`src/verilog/pec_pkg.sv`:
```
// How it works
// an 8-bit false carrier counter adds one per false carrier event.
// the false carrier counter holds at FFh instead of wrapping.
// passing 7Fh in the false carrier counter raises an interrupt event.
// reading either counter register returns the count, then clears it.
// a 16-bit receive error counter adds one per detected receive error.
// receive errors count only with valid carrier, data valid and bad symbol.
// receive error counting is inhibited during MII loopback.
// the receive error counter stops at its maximum, FFh.
// passing 7Fh in the receive error counter raises an interrupt event.
// wrap mode zero makes the self-test error tally stop at maximum.
// wrap mode one pulses at maximum and restarts the tally at zero.
// config zero disables generator and checker; two enables checker only.
// config one sends one constant packet with the checker off.
// config three enables generator and checker, sending packets continuously.
// lock bit reads one while the checker is locked and synchronised.
// sync loss bit goes one when the checker loses sync and stays one until a self-test status read clears it.
// bit 14 of basic control at address zero enters MII loopback.
// generator status bit reads one while packets are being generated.
// an event that meets a clearing read survives as a count of one.
// reserved bits of counter and self-test registers read zero.
`default_nettype none

package pec_pkg;

	// register addresses
	localparam logic [4:0]  PEC_ADDR_BASIC_CONTROL = 5'h00;
	localparam logic [4:0]  PEC_ADDR_FALSE_CARRIER = 5'h14;
	localparam logic [4:0]  PEC_ADDR_RX_ERROR      = 5'h15;
	localparam logic [4:0]  PEC_ADDR_SELF_TEST     = 5'h16;

	// reset values
	localparam logic [15:0] PEC_FALSE_CARRIER_RESET = 16'h0000;
	localparam logic [15:0] PEC_RX_ERROR_RESET      = 16'h0000;
	localparam logic [15:0] PEC_SELF_TEST_RESET     = 16'h0100;

	// field positions
	localparam int          PEC_LOOPBACK_BIT  = 14;
	localparam int          PEC_WRAP_BIT      = 14;
	localparam int          PEC_CFG_HI_BIT    = 13;
	localparam int          PEC_CFG_LO_BIT    = 12;
	localparam int          PEC_LOCK_BIT      = 11;
	localparam int          PEC_LOSS_BIT      = 10;
	localparam int          PEC_GEN_BIT       = 9;
	localparam int          PEC_POWER_BIT     = 8;

	// counter limits
	localparam logic [7:0]  PEC_FC_MAX  = 8'hFF;
	localparam logic [7:0]  PEC_FC_HALF = 8'h7F;
	localparam logic [15:0] PEC_RX_MAX  = 16'h00FF;
	localparam logic [15:0] PEC_RX_HALF = 16'h007F;

	// generator and checker configuration codes
	localparam logic [1:0]  PEC_CFG_OFF    = 2'h0;
	localparam logic [1:0]  PEC_CFG_SINGLE = 2'h1;
	localparam logic [1:0]  PEC_CFG_CHECK  = 2'h2;
	localparam logic [1:0]  PEC_CFG_BOTH   = 2'h3;

	typedef enum logic [3:0] {
		PEC_TEST_OFF    = 4'h1,
		PEC_TEST_SINGLE = 4'h2,
		PEC_TEST_CHECK  = 4'h4,
		PEC_TEST_BOTH   = 4'h8
	} pec_test_t;

endpackage

`default_nettype wire

```
`src/verilog/pec_phy_error_counters.sv`:
```
`default_nettype none

module pec_phy_error_counters
	import pec_pkg::*;
#(
	parameter int TALLY_WIDTH = 8
) (
	// clock and reset
	input  wire logic                   clock,
	input  wire logic                   reset_n,
	// management register access
	input  wire logic [4:0]             reg_addr,
	input  wire logic                   reg_write,
	input  wire logic                   reg_read,
	input  wire logic [15:0]            reg_wdata,
	output var  logic [15:0]            reg_rdata,
	output var  logic                   reg_rvalid,
	// receive path events
	input  wire logic                   false_carrier_event,
	input  wire logic                   rx_carrier_valid,
	input  wire logic                   rx_data_valid,
	input  wire logic                   rx_invalid_symbol,
	// self-test generator and checker
	input  wire logic                   checker_in_sync,
	input  wire logic                   checker_bit_error,
	input  wire logic                   generator_active,
	output var  logic                   generator_enable,
	output var  logic                   generator_continuous,
	output var  logic                   checker_enable,
	output var  logic [TALLY_WIDTH-1:0] error_tally,
	output var  logic                   error_tally_wrap,
	// mode and event outputs
	output var  logic                   mii_loopback,
	output var  logic                   false_carrier_half_event,
	output var  logic                   receive_error_half_event
);

	localparam logic [TALLY_WIDTH-1:0] TALLY_MAX = {TALLY_WIDTH{1'b1}};

	// one step of a counter that may be cleared by a read in the same cycle
	function automatic logic [15:0] count_step(input logic [15:0] value,
		input logic [15:0] limit, input logic inc, input logic clear);
		logic [15:0] result;
		result = value;
		if (clear) begin
			result = inc ? 16'h0001 : 16'h0000;
		end else if (inc && value < limit) begin
			result = 16'(value + 16'h0001);
		end
		return result;
	endfunction

	// state
	logic [7:0]             false_carrier_count;
	logic [15:0]            receive_error_count;
	logic                   error_tally_wrap_mode;
	logic [1:0]             checker_config_hi;
	logic                   checker_locked;
	logic                   checker_sync_lost;
	logic                   generator_running;
	pec_test_t              test_state;
	pec_test_t              next_test_state;

	// access decode
	wire logic              sel_basic   = reg_addr == PEC_ADDR_BASIC_CONTROL;
	wire logic              sel_fc      = reg_addr == PEC_ADDR_FALSE_CARRIER;
	wire logic              sel_rx      = reg_addr == PEC_ADDR_RX_ERROR;
	wire logic              sel_st      = reg_addr == PEC_ADDR_SELF_TEST;
	wire logic              fc_clear    = reg_read && sel_fc;
	wire logic              rx_clear    = reg_read && sel_rx;
	wire logic              st_read     = reg_read && sel_st;
	wire logic              st_write    = reg_write && sel_st;
	wire logic              basic_write = reg_write && sel_basic;

	// counting qualifiers
	wire logic              fc_inc = false_carrier_event;
	wire logic              rx_inc = rx_carrier_valid && rx_data_valid
		&& rx_invalid_symbol && !mii_loopback;
	wire logic              tally_inc = checker_enable && checker_bit_error;
	wire logic              tally_at_max = error_tally == TALLY_MAX;

	wire logic [15:0]       next_fc_wide = count_step({8'h00, false_carrier_count},
		{8'h00, PEC_FC_MAX}, fc_inc, fc_clear);
	wire logic [7:0]        next_fc = next_fc_wide[7:0];
	wire logic [15:0]       next_rx = count_step(receive_error_count, PEC_RX_MAX,
		rx_inc, rx_clear);

	wire logic              next_fc_half = !fc_clear && fc_inc
		&& false_carrier_count == PEC_FC_HALF;
	wire logic              next_rx_half = !rx_clear && rx_inc
		&& receive_error_count == PEC_RX_HALF;

	// self-test configuration after a write this cycle
	wire logic [1:0]        next_cfg = st_write
		? reg_wdata[PEC_CFG_HI_BIT:PEC_CFG_LO_BIT] : checker_config_hi;

	// sync is lost when a locked checker drops out of lock
	wire logic              sync_drop = checker_enable && checker_locked && !checker_in_sync;

	// register read view; unused bits stay zero
	wire logic [15:0]       fc_view = {8'h00, false_carrier_count};
	wire logic [15:0]       st_view = {1'b0, error_tally_wrap_mode, checker_config_hi,
		checker_locked, checker_sync_lost, generator_running,
		PEC_SELF_TEST_RESET[PEC_POWER_BIT], 8'h00};
	wire logic [15:0]       read_mux = sel_fc ? fc_view
		: sel_rx ? receive_error_count
		: sel_st ? st_view
		: 16'h0000;

	always_comb begin
		case (next_cfg)
			PEC_CFG_OFF:    next_test_state = PEC_TEST_OFF;
			PEC_CFG_SINGLE: next_test_state = PEC_TEST_SINGLE;
			PEC_CFG_CHECK:  next_test_state = PEC_TEST_CHECK;
			PEC_CFG_BOTH:   next_test_state = PEC_TEST_BOTH;
			default:        next_test_state = PEC_TEST_OFF;
		endcase
	end

	// error counters
	always_ff @(posedge clock or negedge reset_n) begin
		if (!reset_n) begin
			false_carrier_count      <= PEC_FALSE_CARRIER_RESET[7:0];
			receive_error_count      <= PEC_RX_ERROR_RESET;
			false_carrier_half_event <= 1'b0;
			receive_error_half_event <= 1'b0;
		end else begin
			false_carrier_count      <= next_fc;
			receive_error_count      <= next_rx;
			false_carrier_half_event <= next_fc_half;
			receive_error_half_event <= next_rx_half;
		end
	end

	// register read port
	always_ff @(posedge clock or negedge reset_n) begin
		if (!reset_n) begin
			reg_rdata  <= 16'h0000;
			reg_rvalid <= 1'b0;
		end else begin
			reg_rvalid <= reg_read;
			if (reg_read) begin
				reg_rdata <= read_mux;
			end
		end
	end

	// writable control fields
	always_ff @(posedge clock or negedge reset_n) begin
		if (!reset_n) begin
			error_tally_wrap_mode <= PEC_SELF_TEST_RESET[PEC_WRAP_BIT];
			checker_config_hi     <= PEC_SELF_TEST_RESET[PEC_CFG_HI_BIT:PEC_CFG_LO_BIT];
			mii_loopback          <= 1'b0;
		end else begin
			if (st_write) begin
				error_tally_wrap_mode <= reg_wdata[PEC_WRAP_BIT];
			end
			checker_config_hi <= next_cfg;
			if (basic_write) begin
				mii_loopback <= reg_wdata[PEC_LOOPBACK_BIT];
			end
		end
	end

	// test mode and its enables
	always_ff @(posedge clock or negedge reset_n) begin
		if (!reset_n) begin
			test_state           <= PEC_TEST_OFF;
			generator_enable     <= 1'b0;
			generator_continuous <= 1'b0;
			checker_enable       <= 1'b0;
		end else begin
			test_state           <= next_test_state;
			generator_enable     <= next_test_state == PEC_TEST_SINGLE
				|| next_test_state == PEC_TEST_BOTH;
			generator_continuous <= next_test_state == PEC_TEST_BOTH;
			checker_enable       <= next_test_state == PEC_TEST_CHECK
				|| next_test_state == PEC_TEST_BOTH;
		end
	end

	// checker status
	always_ff @(posedge clock or negedge reset_n) begin
		if (!reset_n) begin
			checker_locked    <= 1'b0;
			checker_sync_lost <= 1'b0;
			generator_running <= 1'b0;
		end else begin
			checker_locked    <= checker_enable && checker_in_sync;
			generator_running <= generator_active;
			if (sync_drop) begin
				checker_sync_lost <= 1'b1;
			end else if (st_read) begin
				checker_sync_lost <= 1'b0;
			end
		end
	end

	// self-test error tally; held at zero while the checker is off
	always_ff @(posedge clock or negedge reset_n) begin
		if (!reset_n) begin
			error_tally      <= '0;
			error_tally_wrap <= 1'b0;
		end else begin
			error_tally_wrap <= 1'b0;
			if (!checker_enable) begin
				error_tally <= '0;
			end else if (tally_inc && tally_at_max) begin
				if (error_tally_wrap_mode) begin
					error_tally      <= '0;
					error_tally_wrap <= 1'b1;
				end
			end else if (tally_inc) begin
				error_tally <= error_tally + 1'b1;
			end
		end
	end
endmodule // pec_phy_error_counters

`default_nettype wire

```
`config.mk`:
```
export PLATFORM = sky130hd
export DESIGN_NAME = pec_phy_error_counters
export DESIGN_NICKNAME = d
export VERILOG_FILES = /design/src/verilog/pec_pkg.sv /design/src/verilog/pec_phy_error_counters.sv
export SDC_FILE = /design/constraint.sdc
export NUM_CORES = 1
export LEC_CHECK = 0
export BUFFER_PORTS_ARGS = -buffer_cell sky130_fd_sc_hd__clkbuf_2
export CAP_MARGIN = 5
export CORE_MARGIN = 5
export CORE_UTILIZATION = 45
export DETAILED_ROUTE_END_ITERATION = 10
export HOLD_SLACK_MARGIN = 0.06
export PLACE_DENSITY_LB_ADDON = 0.2
export SETUP_SLACK_MARGIN = 0.05
export SLEW_MARGIN = 20
export SYNTH_ARGS = -nofsm -noshare
export SYNTH_HDL_FRONTEND = slang
export SYNTH_SLANG_ARGS = --single-unit
```
`constraint.sdc`:
```
create_clock -name clock -period 2.1 [get_ports clock]
set_input_delay 0.105 -clock clock [delete_from_list [all_inputs] [get_ports clock]]
set_output_delay 0.105 -clock clock [all_outputs]
set_load 0.05 [all_outputs]
```
==> results.toml <==
[power]
power_density_mw_per_mm2 = 864
power_leakage_uw = 0.00159
irDropWorstVdd_mv = 0.426

[floorplanning]
dieArea_mm2 = 0.00791
dieWidth_um = 88.9
initial_utilization_pct = 46.8
fp.dieH_um = 88.9
core_mm2 = 0.00599
boundaryPins = 64
row_count = 28

[timing]
min_period_ns = 2.04
fmax_mhz = 490
slew_headroom_pct = 50.4
clock_skew_ns = 0.00513
tightest_slew_ns = 0.745
post-route-period-util_pct = 97.3
setup_viol = 0
whs_ns = 0.123
slew_violations = 0
rsz0062_at_grt = "yes"
final_hold_viol_count = 0

[clock_tree]
cts_sinks = 60
cts_tree = "yes"
clk_latency_ns = 0.33
root_buffer = "clkbuf_8"
cts.reportedPaths.clkPinSlew_ns = 0.07
htreeDepth = 3
cts_max_path_buffers = 2
numCtsBuffers = 9

[global_route]
grt.total_usage_pct = 18.6
overflow = 0
grt_antenna_before_repair = 0
grt_pass1_wl_mm = 11.2
grt_start_max_net_pins = 61
grt_pass1_vias = 2269

[logic_synthesis]
syn_area_mm2 = 0.00280
syn-num-nets = 311
synth_top_area_cell = "dfrtp_1"
yosysSeqAreaShare_pct = 53.6
synth.distinct_cells = 48
yosysWarnings = 0
synth_edf_count = 0
ys.flop_type = "dfrtp_1"
syn_area_per_cell_um2 = 10.2
yosysMostFrequentCell = "dfrtp_1"
syn_inst = 276
ys_ff_latch = 60
synth_common_cells = "dfrtp_1 (60), inv_1 (20), nand2_1 (18)"
synth_top_area_share_pct = 53.6
async_flop_share_pct = 100
yosys-top-cells-area = "dfrtp_1 (54%), a22oi_1 (3.8%), o21ai_0 (3.0%)"

[worst_setup_path]
critical-path-max-stage-delay_ns = 0.54
cp_max_fo = 5
setup.worst_path.class = "flip-flop to flip-flop"
slowest_stage = "or4_4"
crit_top_cell = "or4_4"
crit_chain = "or4_4 -> or3_4 -> or4_4 -> a21oi_2"
crit_arrival_ns = 2.30
cp-start-kind = "flip-flop"
critical_path_required_ns = 2.36
end_kind = "flip-flop"

[final_layout]
design_area_mm2 = 0.00351
diodes = 0
syn_to_final_growth_pct = 25.3
num-nets-final = 382
drive_gt1_share_pct = 26.4

[routing]
avgRoutedWirePerCell_um = 15.5
ant_nets = 0
drt-total-wl_mm = 6.62
viasPerCell = 5.50
first_iter_violations = 94
vias = 2350
drc = 0
firstDrtPassIters = 5

[placed_design]
numPortBuffers = 50
globalplace.congestion = 0.846
dp_hpwl_mm = 4.54
place_area_mm2 = 0.00317

[min_path]
hold_path_class = "input pin to flip-flop"

[outcome]
outcome = "finished, final reports clean"

[run]
timing.max_cap.violations = 0
==> power by group <==
group / switching, uW / leakage (uW) / total [uW] / internal [uW]
Sequential: 170 / 0.000809 / 1450 / 1280
Combinational: 270 / 0.000672 / 446 / 177
Clock: 442 / 0.000107 / 1140 / 700
Total: 882 / 0.00159 / 3040 / 2150
==> state kept, by name (all words and copies together), names as in the netlist <==
register,flops
checker_sync_lost,1
reg_rvalid,1
error_tally,8
checker_locked,1
reg_rdata,16
error_tally_wrap,1
false_carrier_half_event,1
false_carrier_count,8
generator_running,1
receive_error_count,16
generator_enable,1
error_tally_wrap_mode,1
mii_loopback,1
receive_error_half_event,1
checker_config_hi,1
generator_continuous,1
==> layout make-up <==
type                    instances  area (um^2)
clock buffers                  12          145
clock inverters                 4         72.6
fillers                       521         2480
inverters                      20         75.1
multi-input cells             185         1200
flip-flops and latches         60         1500
well taps                      75         93.8
repair buffers                 71          423
==> what timing repair did <==
action,in CTS,in global routing
setup buffers,0,5
pin swaps,1,8
gates resized for setup,3,3
setup endpoints to repair,3,3
hold buffers,6,0
endpoints found under the hold margin,68,0
==> final timing paths <==
| path | from | to | slack (ns) | cells after the start |
|---|---|---|---|---|
| worst max-delay path | receive_error_count[12] | receive_error_count[4] | 0.06 | 4 |
| worst min-delay path | false_carrier_event | false_carrier_count[0] | 0.12 | 3 |
| worst max register to register | receive_error_count[12] | receive_error_count[4] | 0.06 | 4 |
| worst min register to register | reg_rdata[6] | reg_rdata[6] | 0.52 | 2 |
| max in group asynchronous | reset_n | false_carrier_count[7] | 1.15 | 3 |
| min in group asynchronous | reset_n | receive_error_count[4] | 0.47 | 3 |
==> layer usage <==
layer,part of all wire (%),GRT usage (%)
met2,48,28.6
met4,1.1,5.91
met3,5.4,6.08
met5,0,0
met1,45,24.9
==> per-stage QoR <==
stage / cells / TNS [ns] / total power [uW] / setup slack (ns) / util, %
2_1_floorplan: 276 / 0 / 1730 / 0.0559 / -
3_3_place_gp: 400 / 0 / 1890 / 0.0509 / 52.9
3_5_place_dp: 400 / -0.0292 / 1910 / -0.0292 / 52.9
4_1_cts: 422 / 0 / 3060 / 0.0181 / 57.8
5_1_grt: 427 / 0 / 3200 / 0.0186 / 58.6
6_report: 427 / 0 / 3040 / 0.0575 / 58.6
==> layout by cell type (no fill, tap or decap), types with 3 or more instances in the layout <==
cell type,instances
dfrtp_1,60
clkbuf_2,50
inv_1,20
nand2_1,18
o21ai_0,17
buf_4,15
a22oi_1,14
nand3_1,12
nor2_1,11
and2_1,10
a21oi_1,10
clkbuf_8,10
o22ai_1,8
nor3_1,7
nand4_1,7
dlygate4sd3_1,6
o31ai_1,5
nor2b_1,4
mux2_2,4
nand4b_1,4
or4_4,4
and3_1,3
or3_1,3
mux2i_1,3
a211oi_1,3
ha_1,3
==> worst max-delay path: cells and delay by family (launching register included) <==
| family | cells | cell delay (ns) |
|---|---|---|
| flip-flops | 1 | 0.40 |
| AND/OR/NAND/NOR | 3 | 1.45 |
| AO/OA/AOI/OAI | 1 | 0.13 |
==> cells by family (layout without fill, tap and decap cells) <==
kind of cell             count (synthesis)  count (layout)  share of synthesized area, %
buffers and inverters                   31             107                          4.46
AO/OA/AOI/OAI                           72              72                          16.7
AND/OR/NAND/NOR                        100             100                          20.4
multiplexers                             7               7                          2.68
adder cells (fa/ha/maj)                  3               3                          1.34
XOR/XNOR                                 3               3                         0.938
flip-flops                              60              60                          53.6
(Power assumes the default switching activity.)
